**src/uesc_cfg.svh**
```systemverilog
// Constants of the endpoint status and buffer control block.
`ifndef UESC_CFG_SVH
`define UESC_CFG_SVH

// ==========================================================
// Register offsets and reset value
`define UESC_REG_STATUS 8'h50
`define UESC_REG_IMAGE 8'hD0
`define UESC_STATUS_RST 8'h00

// ==========================================================
// Command groups, upper nibble of the command code, and the full 8-bit setup acknowledge code
`define UESC_OP_STALL 4'h4
`define UESC_OP_STATUS 4'h5
`define UESC_OP_VALID 4'h6
`define UESC_OP_CLEAR 4'h7
`define UESC_OP_UNSTALL 4'h8
`define UESC_OP_IMAGE 4'hD
`define UESC_OP_ACK_SETUP 8'hF4

// ==========================================================
// Endpoint indices
`define UESC_EP_CTL_OUT 4'h0
`define UESC_EP_CTL_IN 4'h1
`define UESC_EP_COUNT 16

// ==========================================================
// Status byte field positions
`define UESC_BIT_STALL 7
`define UESC_BIT_FULL1 6
`define UESC_BIT_FULL0 5
`define UESC_BIT_TOGGLE 4
`define UESC_BIT_SETUP_A 3
`define UESC_BIT_SETUP_PRESENT 2
`define UESC_BIT_CPU_BUF 1
`define UESC_BIT_RSVD 0

`endif

```
**src/uesc_pkg.sv**
```systemverilog
// Types shared by the endpoint status and buffer control block.
package uesc_pkg;

    // ==========================================================
    // Port sequencer states
    typedef enum logic [0:0]
    {
        UESC_ST_IDLE = 1'h0,
        UESC_ST_READ = 1'h1
    } uesc_state_type;

endpackage : uesc_pkg

```
**src/uesc_sync.sv**
```systemverilog
// Two-stage synchroniser for the parallel port pins.
`timescale 1ns/10ps
module uesc_sync
(
    // Clock and reset
    input wire logic clk_sys,
    input wire logic rst_n,
    input wire logic clk_en,
    // Pins in and synchronised copy out
    input wire logic [10:0] pin_in,
    output logic [10:0] pin_sync
);

    // ==========================================================
    // Stages
    logic [10:0] stage1_r;
    logic [10:0] stage2_r;

    // Strobes idle high, so reset both stages to all ones.
    always_ff @(posedge clk_sys or negedge rst_n)
    begin
        if (!rst_n)
        begin
            stage1_r <= 11'h7FF;
            stage2_r <= 11'h7FF;
        end
        else if (clk_en)
        begin
            stage1_r <= pin_in;
            stage2_r <= stage1_r;
        end
    end

    assign pin_sync = stage2_r;

endmodule : uesc_sync

```
**src/uesc_ep_cell.sv**
```systemverilog
// Status and buffer state of one endpoint.
`timescale 1ns/10ps
`include "uesc_cfg.svh"
module uesc_ep_cell
(
    // Clock and reset
    input wire logic clk_sys,
    input wire logic rst_n,
    input wire logic clk_en,
    // Configuration
    input wire logic is_in,
    input wire logic dbl,
    // Command pulses
    input wire logic cmd_stall,
    input wire logic cmd_unstall,
    input wire logic cmd_validate,
    input wire logic cmd_clear,
    input wire logic cmd_ack,
    input wire logic rd_clear,
    // USB events
    input wire logic setup_tok,
    input wire logic setup_done,
    input wire logic pkt_done,
    // State out
    output logic [7:0] status,
    output logic nak,
    output logic flush,
    output logic usb_buf
);

    // ==========================================================
    // State
    logic stalled_flag_r;
    logic [1:0] full_r;
    logic next_toggle_r;
    logic setup_a_r;
    logic setup_present_r;
    logic setup_pend_r;
    logic setup_wdone_r;
    logic cpu_buffer_select_r;
    logic usb_sel_r;
    logic flush_r;

    // ==========================================================
    // Next values
    wire flush_now = cmd_unstall | (setup_tok & stalled_flag_r);
    wire [1:0] cpu_oh = cpu_buffer_select_r ? 2'h2 : 2'h1;
    wire [1:0] usb_oh = usb_sel_r ? 2'h2 : 2'h1;
    wire out_fill = (pkt_done & ~is_in) | setup_done;
    wire [1:0] set_v = (cmd_validate ? cpu_oh : 2'h0) | (out_fill ? usb_oh : 2'h0);
    wire [1:0] clr_v = (cmd_clear ? cpu_oh : 2'h0) | ((pkt_done & is_in) ? usb_oh : 2'h0);
    wire [1:0] full_nxt = flush_now ? 2'h0 : ((full_r & ~clr_v) | set_v);
    wire swap_cpu = dbl & (cmd_validate | cmd_clear);
    wire cpu_nxt = flush_now ? 1'h0 : (cpu_buffer_select_r ^ swap_cpu);
    wire usb_nxt = flush_now ? 1'h0 : (usb_sel_r ^ (dbl & (pkt_done | setup_done)));
    wire stall_nxt = cmd_stall | (stalled_flag_r & ~flush_now);
    wire tog_nxt = flush_now ? 1'h0 : (setup_done | (next_toggle_r ^ pkt_done));
    wire pend_nxt = setup_tok | (setup_pend_r & ~(cmd_ack | cmd_stall));
    wire wdone_nxt = setup_done | (setup_wdone_r & ~setup_tok);
    // Only the OUT side holds setup data, so only it can be overwritten.
    wire seta_set = setup_tok & setup_pend_r & ~is_in;
    // A fresh setup_a wins over a read that clears the flag.
    wire seta_nxt = seta_set | (setup_a_r & ~(rd_clear & setup_wdone_r));
    wire present_nxt = setup_done | (setup_present_r & ~(cmd_clear | pkt_done | flush_now));

    always_ff @(posedge clk_sys or negedge rst_n)
    begin
        if (!rst_n)
        begin
            stalled_flag_r <= 1'h0;
            full_r <= 2'h0;
            next_toggle_r <= 1'h0;
            setup_a_r <= 1'h0;
            setup_present_r <= 1'h0;
            setup_pend_r <= 1'h0;
            setup_wdone_r <= 1'h0;
            cpu_buffer_select_r <= 1'h0;
            usb_sel_r <= 1'h0;
            flush_r <= 1'h0;
        end
        else if (clk_en)
        begin
            stalled_flag_r <= stall_nxt;
            full_r <= full_nxt;
            next_toggle_r <= tog_nxt;
            setup_a_r <= seta_nxt;
            setup_present_r <= present_nxt;
            setup_pend_r <= pend_nxt;
            setup_wdone_r <= wdone_nxt;
            cpu_buffer_select_r <= cpu_nxt;
            usb_sel_r <= usb_nxt;
            flush_r <= flush_now;
        end
    end

    // ==========================================================
    // Outputs
    assign status = {stalled_flag_r, full_r[1], full_r[0], next_toggle_r, setup_a_r,
                     setup_present_r, cpu_buffer_select_r, 1'h0};
    assign nak = ~is_in & (usb_sel_r ? full_r[1] : full_r[0]);
    assign flush = flush_r;
    assign usb_buf = usb_sel_r;

    // ==========================================================
    // Checks
    property p_stall_set;
        @(posedge clk_sys) disable iff (!rst_n)
        clk_en && cmd_stall |=> status[`UESC_BIT_STALL];
    endproperty
    a_stall_set: assert property (p_stall_set) else $error("stall not set");

    property p_setup_flush;
        @(posedge clk_sys) disable iff (!rst_n)
        clk_en && stalled_flag_r && setup_tok && !cmd_stall
        |=> status[7:4] == 4'h0 && flush;
    endproperty
    a_setup_flush: assert property (p_setup_flush) else $error("no flush on setup");

    property p_setup_a;
        @(posedge clk_sys) disable iff (!rst_n)
        clk_en && setup_tok && setup_pend_r && !is_in |=> status[`UESC_BIT_SETUP_A];
    endproperty
    a_setup_a: assert property (p_setup_a) else $error("setup_a not flagged");

    property p_out_full;
        @(posedge clk_sys) disable iff (!rst_n)
        clk_en && pkt_done && !is_in && !flush_now && !cmd_clear
        |=> nak || dbl;
    endproperty
    a_out_full: assert property (p_out_full) else $error("out buffer not locked");

    property p_validate;
        @(posedge clk_sys) disable iff (!rst_n)
        clk_en && cmd_validate && !cpu_buffer_select_r && !flush_now && !pkt_done
        |=> full_r[0] && (cpu_buffer_select_r == $past(dbl));
    endproperty
    a_validate: assert property (p_validate) else $error("validate failed");

endmodule : uesc_ep_cell

```
**src/uesc_top.sv**
```systemverilog
// Endpoint status reads and buffer control commands on the parallel port.
`timescale 1ns/10ps
`include "uesc_cfg.svh"

module uesc_top
(
    // Clock, reset and enable
    input wire logic clk_sys,
    input wire logic rst_n,
    input wire logic clk_en,
    // Parallel port pins
    input wire logic port_a0,
    input wire logic port_wr_n,
    input wire logic port_rd_n,
    input wire logic [7:0] port_d_in,
    output logic [7:0] port_d_out,
    output logic port_d_oe,
    // USB engine events
    input wire logic [3:0] usb_ep,
    input wire logic usb_setup_tok,
    input wire logic usb_setup_done,
    input wire logic usb_pkt_done,
    // Endpoint configuration
    input wire logic [15:0] ep_dbl,
    input wire logic [15:0] ep_is_in,
    // Endpoint state out
    output logic [15:0] irq_clear,
    output logic [15:0] ep_stall,
    output logic [15:0] ep_nak,
    output logic [15:0] ep_flush,
    output logic [15:0] ep_toggle,
    output logic [15:0] ep_usb_buf
);

    // ==========================================================
    // Pin synchronisation
    logic [10:0] pin_s;
    logic wr_d_r;
    logic rd_d_r;

    uesc_sync u_sync
    (
        .clk_sys(clk_sys),
        .rst_n(rst_n),
        .clk_en(clk_en),
        .pin_in({port_a0, port_wr_n, port_rd_n, port_d_in}),
        .pin_sync(pin_s)
    );

    wire a0_s = pin_s[10];
    wire wr_s = pin_s[9];
    wire rd_s = pin_s[8];
    wire [7:0] d_s = pin_s[7:0];

    always_ff @(posedge clk_sys or negedge rst_n)
    begin
        if (!rst_n)
        begin
            wr_d_r <= 1'h1;
            rd_d_r <= 1'h1;
        end
        else if (clk_en)
        begin
            wr_d_r <= wr_s;
            rd_d_r <= rd_s;
        end
    end

    wire wr_rise = wr_s & ~wr_d_r;
    wire rd_fall = ~rd_s & rd_d_r;
    wire rd_rise = rd_s & ~rd_d_r;

    // ==========================================================
    // Command decode
    // Data-phase writes are dropped here, so no status bit can be written.
    wire is_cmd = wr_rise & a0_s;
    wire [3:0] op = d_s[7:4];
    wire [3:0] cmd_ep = d_s[3:0];
    wire [15:0] cmd_hot = 16'h0001 << cmd_ep;
    wire ctl_ep = (cmd_ep == `UESC_EP_CTL_OUT) || (cmd_ep == `UESC_EP_CTL_IN);
    logic setup_lock_r;
    wire blocked = setup_lock_r & ctl_ep;
    wire dec_stall = is_cmd && (op == `UESC_OP_STALL);
    wire dec_unstall = is_cmd && (op == `UESC_OP_UNSTALL);
    wire dec_valid = is_cmd && (op == `UESC_OP_VALID) && (cmd_ep != `UESC_EP_CTL_OUT)
                     && !blocked;
    wire dec_clear = is_cmd && (op == `UESC_OP_CLEAR) && (cmd_ep != `UESC_EP_CTL_IN)
                     && !blocked;
    wire dec_ack = is_cmd && (d_s == `UESC_OP_ACK_SETUP);
    wire dec_status = is_cmd && (op == `UESC_OP_STATUS);
    wire dec_image = is_cmd && (op == `UESC_OP_IMAGE);
    wire [15:0] stall_v = dec_stall ? cmd_hot : 16'h0000;
    wire [15:0] unstall_v = dec_unstall ? cmd_hot : 16'h0000;
    wire [15:0] valid_v = dec_valid ? cmd_hot : 16'h0000;
    wire [15:0] clear_v = dec_clear ? cmd_hot : 16'h0000;
    wire [15:0] usb_hot = 16'h0001 << usb_ep;
    wire [15:0] pkt_v = usb_pkt_done ? usb_hot : 16'h0000;

    // ==========================================================
    // Read sequencer
    uesc_pkg::uesc_state_type st_r;
    uesc_pkg::uesc_state_type st_nxt;
    logic [3:0] rd_ep_r;
    logic rd_clr_r;
    logic [7:0] rd_data_r;
    logic [15:0] irq_clear_r;
    logic [7:0] stat_a [0:15];

    wire in_read = (st_r == uesc_pkg::UESC_ST_READ);
    wire read_done = in_read & rd_rise;
    wire [15:0] rd_hot = 16'h0001 << rd_ep_r;
    // Only the status read clears; the image read leaves every bit alone.
    wire [15:0] rd_clr_v = (read_done & rd_clr_r) ? rd_hot : 16'h0000;

    always_comb
    begin
        st_nxt = st_r;
        case (st_r)
            uesc_pkg::UESC_ST_IDLE:
            begin
                if (dec_status | dec_image)
                    st_nxt = uesc_pkg::UESC_ST_READ;
            end
            uesc_pkg::UESC_ST_READ:
            begin
                if (is_cmd & ~(dec_status | dec_image))
                    st_nxt = uesc_pkg::UESC_ST_IDLE;
                else if (read_done)
                    st_nxt = uesc_pkg::UESC_ST_IDLE;
            end
            default:
            begin
                st_nxt = uesc_pkg::UESC_ST_IDLE;
            end
        endcase
    end

    always_ff @(posedge clk_sys or negedge rst_n)
    begin
        if (!rst_n)
        begin
            st_r <= uesc_pkg::UESC_ST_IDLE;
            rd_ep_r <= 4'h0;
            rd_clr_r <= 1'h0;
            irq_clear_r <= 16'h0000;
        end
        else if (clk_en)
        begin
            st_r <= st_nxt;
            irq_clear_r <= rd_clr_v;
            if (dec_status | dec_image)
            begin
                rd_ep_r <= cmd_ep;
                rd_clr_r <= dec_status;
            end
        end
    end

    // The byte is caught when the read strobe falls, so it stays steady on the bus.
    always_ff @(posedge clk_sys or negedge rst_n)
    begin
        if (!rst_n)
            rd_data_r <= `UESC_STATUS_RST;
        else if (clk_en && in_read && rd_fall)
            rd_data_r <= stat_a[rd_ep_r];
    end

    // ==========================================================
    // Setup lock on the control endpoints
    always_ff @(posedge clk_sys or negedge rst_n)
    begin
        if (!rst_n)
            setup_lock_r <= 1'h0;
        else if (clk_en)
            setup_lock_r <= usb_setup_tok | (setup_lock_r & ~dec_ack);
    end

    // ==========================================================
    // Endpoint cells
    genvar gi;
    generate
        for (gi = 0; gi < `UESC_EP_COUNT; gi = gi + 1)
        begin : g_ep
            localparam logic IS_CTL = (gi < 2);
            localparam logic IS_CTL_OUT = (gi == 0);
            localparam logic IS_CTL_IN = (gi == 1);
            uesc_ep_cell u_cell
            (
                .clk_sys(clk_sys),
                .rst_n(rst_n),
                .clk_en(clk_en),
                .is_in(IS_CTL ? IS_CTL_IN : ep_is_in[gi]),
                .dbl(IS_CTL ? 1'h0 : ep_dbl[gi]),
                .cmd_stall(stall_v[gi]),
                .cmd_unstall(unstall_v[gi]),
                .cmd_validate(valid_v[gi]),
                .cmd_clear(clear_v[gi]),
                .cmd_ack(dec_ack & IS_CTL),
                .rd_clear(rd_clr_v[gi]),
                .setup_tok(usb_setup_tok & IS_CTL),
                .setup_done(usb_setup_done & IS_CTL_OUT),
                .pkt_done(pkt_v[gi]),
                .status(stat_a[gi]),
                .nak(ep_nak[gi]),
                .flush(ep_flush[gi]),
                .usb_buf(ep_usb_buf[gi])
            );
            assign ep_stall[gi] = stat_a[gi][`UESC_BIT_STALL];
            assign ep_toggle[gi] = stat_a[gi][`UESC_BIT_TOGGLE];
        end
    endgenerate

    // ==========================================================
    // Outputs
    assign port_d_out = rd_data_r;
    assign port_d_oe = in_read & ~rd_s;
    assign irq_clear = irq_clear_r;

    // ==========================================================
    // Checks
    property p_irq_clear;
        @(posedge clk_sys) disable iff (!rst_n)
        clk_en && read_done && rd_clr_r |=> irq_clear == (16'h0001 << rd_ep_r);
    endproperty
    a_irq_clear: assert property (p_irq_clear) else $error("pending bit not cleared");

    property p_image_quiet;
        @(posedge clk_sys) disable iff (!rst_n)
        clk_en && read_done && !rd_clr_r |=> irq_clear == 16'h0000;
    endproperty
    a_image_quiet: assert property (p_image_quiet) else $error("image read cleared");

    property p_data_write;
        @(posedge clk_sys) disable iff (!rst_n)
        wr_rise && !a0_s |-> (stall_v | unstall_v | valid_v | clear_v) == 16'h0000;
    endproperty
    a_data_write: assert property (p_data_write) else $error("data write acted");

    property p_lock;
        @(posedge clk_sys) disable iff (!rst_n)
        clk_en && usb_setup_tok ##1 (!dec_ack)[*2] |-> setup_lock_r && !valid_v[1] && !clear_v[0];
    endproperty
    a_lock: assert property (p_lock) else $error("control buffer not locked");

    property p_oe;
        @(posedge clk_sys) disable iff (!rst_n)
        port_d_oe |-> in_read && !rd_s;
    endproperty
    a_oe: assert property (p_oe) else $error("bus driven outside a read");

    property p_reserved;
        @(posedge clk_sys) disable iff (!rst_n)
        clk_en && in_read && rd_fall |=> port_d_out[`UESC_BIT_RSVD] == 1'h0;
    endproperty
    a_reserved: assert property (p_reserved) else $error("reserved bit set");

endmodule : uesc_top

```
**config.mk**
```make
export PLATFORM = sky130hd
export DESIGN_NAME = uesc_top
export DESIGN_NICKNAME = d
export VERILOG_FILES = /design/src/uesc_pkg.sv /design/src/uesc_sync.sv /design/src/uesc_ep_cell.sv /design/src/uesc_top.sv
export VERILOG_INCLUDE_DIRS = /design/src
export SDC_FILE = /design/constraint.sdc
export NUM_CORES = 1
export LEC_CHECK = 0
export BUFFER_PORTS_ARGS = -buffer_cell sky130_fd_sc_hd__buf_4
export CAP_MARGIN = 25
export CORE_ASPECT_RATIO = 1.25
export CORE_MARGIN = 5
export CORE_UTILIZATION = 30
export DETAILED_ROUTE_END_ITERATION = 10
export SYNTH_ARGS = -nofsm -noshare
export SYNTH_HDL_FRONTEND = slang
export SYNTH_SLANG_ARGS = --single-unit
```
**constraint.sdc**
```tcl
create_clock -name clk_sys -period 5.1 [get_ports clk_sys]
set_input_delay 1.02 -clock clk_sys [delete_from_list [all_inputs] [get_ports clk_sys]]
set_output_delay 1.02 -clock clk_sys [all_outputs]
set_load 0.02 [all_outputs]
```
* Word level (Yosys, flattened, before mapping)
Cells that the tools add are included.
Cells by class: magnitude comparators 1, eq/ne operators 9, shifts and indexed selects 3, mux-type cells 177, bitwise logic cells 374, reduce and logical (&&, ||, !) cells 18
Operator list (number):
- $mux 2 | 100
- $and 1x1->1 | 122
- $mux 16 | 6
- $or 2x2->2 | 46
- $or 1x1->1 | 73
- $mux 1 | 67
- $not 1->1 | 56
- $shl 1x4->16 const A | 3
- $xor 1x1->1 | 44
- $and 2x2->2 | 16
- $bmux 8 s4 | 1
- $not 2->2 | 16
- $eq 4x3->1 const B | 4
- $mux 8 | 2
- $logic_and 1x1->1 | 13
- $eq 4x4->1 const B | 2
- $eq 8x8->1 const B | 1
- $ge 5x5->1 const B | 1
- $not 4->5 | 1
- $eq 4x1->1 const B | 1
- $logic_not 4->1 | 1
- $ne 4x1->1 const B | 1
- $reduce_bool 4->1 | 1
- $pmux 1 s2 | 1
- other kinds (3) | 3
Word-level totals: flip-flop bits (word level) 184, input bits 53, word-level logic and storage cells 705

* Longest topological paths before layout
depth after elaboration 13, mapped depth 7

* Modules after synthesis
A second synthesis with hierarchy kept.
Unflattened totals: cells, all modules 1447, area, all modules 13751.9 µm²
By module, submodules not included:
- uesc_ep_cell | instances 16, cells each 67, area each 613.1 µm², seq. area each 275.3 µm²
- uesc_top | instances 1, cells each 329, area each 3094.2 µm², seq. area each 828.3 µm²
- uesc_sync | instances 1, cells each 46, area each 848.3 µm², seq. area each 578.1 µm²

* Worst setup path before layout
OpenSTA, ideal clock, no wires.
path type input port to flip-flop, start point in clk_en, end point reg g_ep[13].u_cell.cpu_buffer_select_r, arrival time 2.237 ns, path slack 2.744 ns, cell stages on the path 7, buffers on the path 3, cells stage by stage and4b_1 -> clkbuf_1 -> and2_0 -> buf_2 -> buf_2 -> a31oi_1 -> o21ba_2
RTL lines:
- start: declaration | line uesc_top.sv:10 | input wire logic clk_en,
- end signal: assignment | line uesc_ep_cell.sv:90 | cpu_buffer_select_r <= cpu_nxt;
- end: declaration | line uesc_ep_cell.sv:40 | logic cpu_buffer_select_r;

* Final worst setup path
start point reg u_sync.stage2_r[1], in the netlist u_sync.pin_sync[1], end point reg g_ep[10].u_cell.setup_present_r
Between the ends: longest elaborated chain between the ends 10
Ends and longest elaborated chain:
- start: declaration | line uesc_sync.sv:17 | logic [10:0] stage2_r;
- start signal: assignment | line uesc_sync.sv:30 | stage2_r <= stage1_r;
- $eq 4x1->1 (no line) / $logic_not 4->1 (equally long branches)
- $logic_or 1x1->1 | line uesc_top.sv:80 | wire ctl_ep = (cmd_ep == `UESC_EP_CTL_OUT) || (cmd_ep == `UESC_EP_CTL_IN);
- $and 1x1->1 | line uesc_top.sv:82 | wire blocked = setup_lock_r & ctl_ep;
- $logic_not 1->1 | line uesc_top.sv:88 | && !blocked;
- $logic_and 1x1->1 | line uesc_top.sv:87 | wire dec_clear = is_cmd && (op == `UESC_OP_CLEAR) && (cmd_ep != `UESC_EP_CTL_IN)
- $mux 16 | line uesc_top.sv:95 | wire [15:0] clear_v = dec_clear ? cmd_hot : 16'h0000;
- $or 1x1->1 | line uesc_ep_cell.sv:64 | wire present_nxt = setup_done | (setup_present_r & ~(cmd_clear | pkt_done | flush_now));
- $or 1x1->1 (*) | line uesc_ep_cell.sv:64
- $not 1->1 (*) | line uesc_ep_cell.sv:64
- $and 1x1->1 (*) | line uesc_ep_cell.sv:64
- end signal: assignment | line uesc_ep_cell.sv:87 | setup_present_r <= present_nxt;
- end: declaration | line uesc_ep_cell.sv:37 | logic setup_present_r;
Every way passes the cells marked *; elsewhere a longest branch is shown, timed or not. A chain may end at the register's enable or synchronous reset.

==> key figures <==
Power and ir drop
  • Clock power share: 28.8%
  • PwrDens: 380 nW/um^2
  • Internal power: 2.92 mW
  • Peak ir drop on the vdd network: 0.000234 V
  • Flop pwr share: 42.9%
  • Lkg Pwr: 5.00 nW
  • Switching share of total power: 36.5%
  • Psw: 1.68 mW
  • Tot Pwr: 4.60 mW
  • Gate power share: 28.3%

Setup path
  • Reg2reg path depth: 4
  • Slowest cell on the critical path: dfstp_2
  • Worst Setup End Kind: register
  • Critical path depth: 4
  • Crit-path leading delay family: compound AO/OA/AOI/OAI gates
  • R2R setup slack: 2.16 ns
  • CP startpoint: u_sync.pin_sync[1]
  • Worst-path maximum fanout: 25
  • Critical path data arrival time: 3.21 ns
  • Critical path required time: 5.38 ns
  • WS Path Type: reg -> reg
  • Crit path to: g_ep[10].u_cell.setup_present_r
  • Worst R2R End: g_ep[10].u_cell.setup_present_r
  • Cells along the critical path: nor4b_4, or4_1, o21ai_1, a31oi_1
  • Reg2reg start: u_sync.pin_sync[1]
  • WP buf/inv: 0
  • Max incr delay on CP: 0.94 ns
  • CP startpoint kind: register

Routing
  • DR pass1 iterations: 5
  • DR WL/cell: 23.1 um
  • Routed wire length: 36300 um
  • 1st-iter DRT viols: 812
  • Routed Antenna Nets: 0
  • DRC Markers: 0
  • Vias: 8902
  • Routed vias/inst: 5.68

Yosys
  • Seq cells post-synth: 181
  • Synth Area in Simple Gates: 18.1%
  • Cell taking the most area after synthesis: dfrtp_1
  • Synthesized area: 10700 um^2
  • Multiplexer area fraction after synthesis: 10.1%
  • Fraction of registers with async set/reset: 100%
  • Post-synth EDFFs: 0
  • Yosys cell types: 79
  • Top-area cell type share of the netlist area: 36.8%
  • Post-Syn Instances: 1062
  • Post-synthesis adder-cell area fraction: 0%
  • Synth warnings: 0
  • XOR/XNOR Fraction of Synth Area: 2.13%
  • Post-synthesis sequential area ratio: 42.7%
  • Post-synthesis compound-gate area fraction: 16.5%
  • Area contributors post-synth: dfrtp_1, buf_4, dfstp_2, mux4_2, mux2_2
  • Most used DFF post-synth: dfrtp_1
  • Main combinational cell family by area after synthesis: simple AND/OR/NAND/NOR gates
  • Syn avg cell area: 10.1 um^2

STA
  • F_max: 340 MHz
  • Slew margin rel.: 29.4%
  • RSZ-0062 raised after global routing: false
  • Worst-margin pin slew: 1.05 ns
  • Worst Skew: 0.0133 ns
  • Fin worst setup slack: 2.16 ns
  • Fin. Hold Viols: 0
  • Setup TNS: 0 ns
  • Max-slew violation count: 0
  • Tcrit/Tclk final: 57.6%
  • Final min period: 2.94 ns
  • Setup Viol. Count Final: 0
  • Hold WS: 0.482 ns

Global routing
  • GRT busiest layer: met2
  • Initial antenna violation count: 1
  • GRT overflow: 0
  • Vias in the first global route: 8869
  • Pin count of the biggest net entering global routing: 94
  • GR Util All Layers: 18.1%
  • Routing usage on met1: 23.2%
  • GR Layer Usage met3: 5.12%
  • First-pass GRT wire length: 55000 um
  • GR Util met2: 28.0%

Clock network
  • Clk slew on worst S/H paths: 0.07 ns
  • Cts bufs inserted: 17
  • Clock Sinks: 181
  • CTS tree: done
  • CTS Buffer Depth: 2
  • Cts hold-fix bufs: 0
  • Post-cts sizing count: 0
  • CTS Root Cell: clkbuf_16
  • Later-pin clock latency in the skew report: 0.45 ns
  • CTS H-tree lvls: 4
  • Postcts setup bufs: 0

Placement
  • Buffers on Ports: 149
  • GPL Wtd Cong: 0.889
  • Pre-CTS WS: 1.94 ns
  • Placed wire-length estimate: 26000 um

Finish
  • Layout cells sized above 1: 27.6%
  • NumNets Final: 1134
  • Synth-to-layout area growth: 13.4%
  • Ant. Diodes: 0

Die
  • Core ar.: 35300 um^2
  • # rows: 77
  • Die H: 221 um
  • Total die area: 39500 um^2
  • Die width: 179 um
  • Ports: 158
  • Initial Utilization: 30.3%

Worst hold path
  • HP Class: reg -> reg

Outcome
  • Outcome: finished, final reports clean

Flow run
  • Max cap viols: 0
-- layout by cell type (no fill, tap or decap), types with 12 or more instances in the layout --
cell type  instances
o2bb2ai_1         18
a311oi_1          13
nor3_1            15
mux4_2            22
a31oi_1           39
o211ai_1          13
clkbuf_16         17
nand2_1           61
mux2_2            32
nand2b_1          12
nand4_1           21
nand3_1           42
inv_1             24
and3_1            23
a21oi_1           18
dfstp_2           24
xor2_1            17
mux2i_1           22
buf_4            166
a21o_1            14
dfrtp_1          156
nor2_1            78
o21ai_0           38
-- flip-flops by register name (all words and copies together) (netlist names) --
| signal | cells |
|---|---|
| g_ep.u_cell.next_toggle_r | 16 |
| u_sync.pin_sync | 11 |
| in_read | 1 |
| g_ep.u_cell.setup_pend_r | 1 |
| g_ep.u_cell.setup_a_r | 2 |
| port_d_out | 7 |
| g_ep.u_cell.usb_buf | 14 |
| g_ep.u_cell.flush | 16 |
| rd_clr_r | 1 |
| g_ep.u_cell.setup_wdone_r | 2 |
| rd_ep_r | 4 |
| setup_lock_r | 1 |
| wr_d_r | 1 |
| irq_clear | 16 |
| g_ep.u_cell.cpu_buffer_select_r | 14 |
| u_sync.stage1_r | 11 |
| g_ep.u_cell.setup_present_r | 16 |
| g_ep.u_cell.stalled_flag_r | 16 |
| rd_d_r | 1 |
| g_ep.u_cell.full_r | 30 |
-- layout make-up --
cell class,count,area (um^2)
multi-input cells,688,5020
flip-flops and latches,181,4560
well taps,474,593
clock inverters,14,144
clock buffers,17,425
fillers,3622,23200
repair buffers,168,1270
inverters,25,93.8
-- how the worst min path moves through the flow --
stage	start	endpoint	slack, ns	depth (start not counted)
finish	g_ep[12].u_cell.flush	g_ep[12].u_cell.flush	0.48	1
detailed placement	g_ep[12].u_cell.flush	g_ep[12].u_cell.flush	0.47	1
global placement	g_ep[12].u_cell.flush	g_ep[12].u_cell.flush	0.47	1
floorplan	g_ep[13].u_cell.setup_present_r	g_ep[13].u_cell.setup_present_r	0.45	1
global route	irq_clear[8]	irq_clear[8]	0.50	1
CTS	g_ep[12].u_cell.flush	g_ep[12].u_cell.flush	0.49	1
-- power by group through the flow --
stage / logic [mW] / clock network [mW] / registers [mW]
floorplan: 1.03 / 0 / 1.85
finish: 1.30 / 1.32 / 1.97
global placement: 1.30 / 0 / 1.99
detailed placement: 1.31 / 0 / 1.99
CTS: 1.32 / 1.35 / 1.97
global route: 1.40 / 1.41 / 2.01
-- cells by family (layout without fill, tap and decap cells) --
group,after synthesis,after routing
compound gates,242,242
xor+xnor,26,26
buf+inv,196,224
flops,181,181
mux,76,76
other cells,1,4
simple gates,340,340
-- worst register-to-register path: stages, from the launching register on --
cell and delay (ns):
dfstp_2 0.94, nor4b_4 0.20, or4_1 0.59, o21ai_1 0.84
a31oi_1 0.20
-- layer usage --
metal / wire length (um) / share of wire (%)
met1: 14700 / 41
met2: 16800 / 46
met3: 3020 / 8.3
met4: 1770 / 4.9
met5: 13 / 0.036
-- per-stage QoR --
step	area (um^2)	utilization (%)	std cells
2_1_floorplan	10700	-	1065
3_3_place_gp	11500	32.7	1535
3_5_place_dp	11500	32.7	1536
4_1_cts	12100	34.3	1567
5_1_grt	12100	34.3	1567
6_report	12100	34.3	1567
-- cells in the mapped netlist, drive strengths merged (12+ instances only) --
library cell,instances
mux2i,22
and3,25
mux2,32
nor2,78
nand2,62
o21ai,39
nor3,15
a311oi,13
a31oi,39
mux4,22
o211ai,13
nor4,12
nand3,42
xor2,17
buf,108
dfstp,24
nand4,21
dfrtp,157
nand2b,12
inv,25
a21o,14
clkbuf,63
o2bb2ai,18
a21oi,18
(Power assumes the default switching activity.)
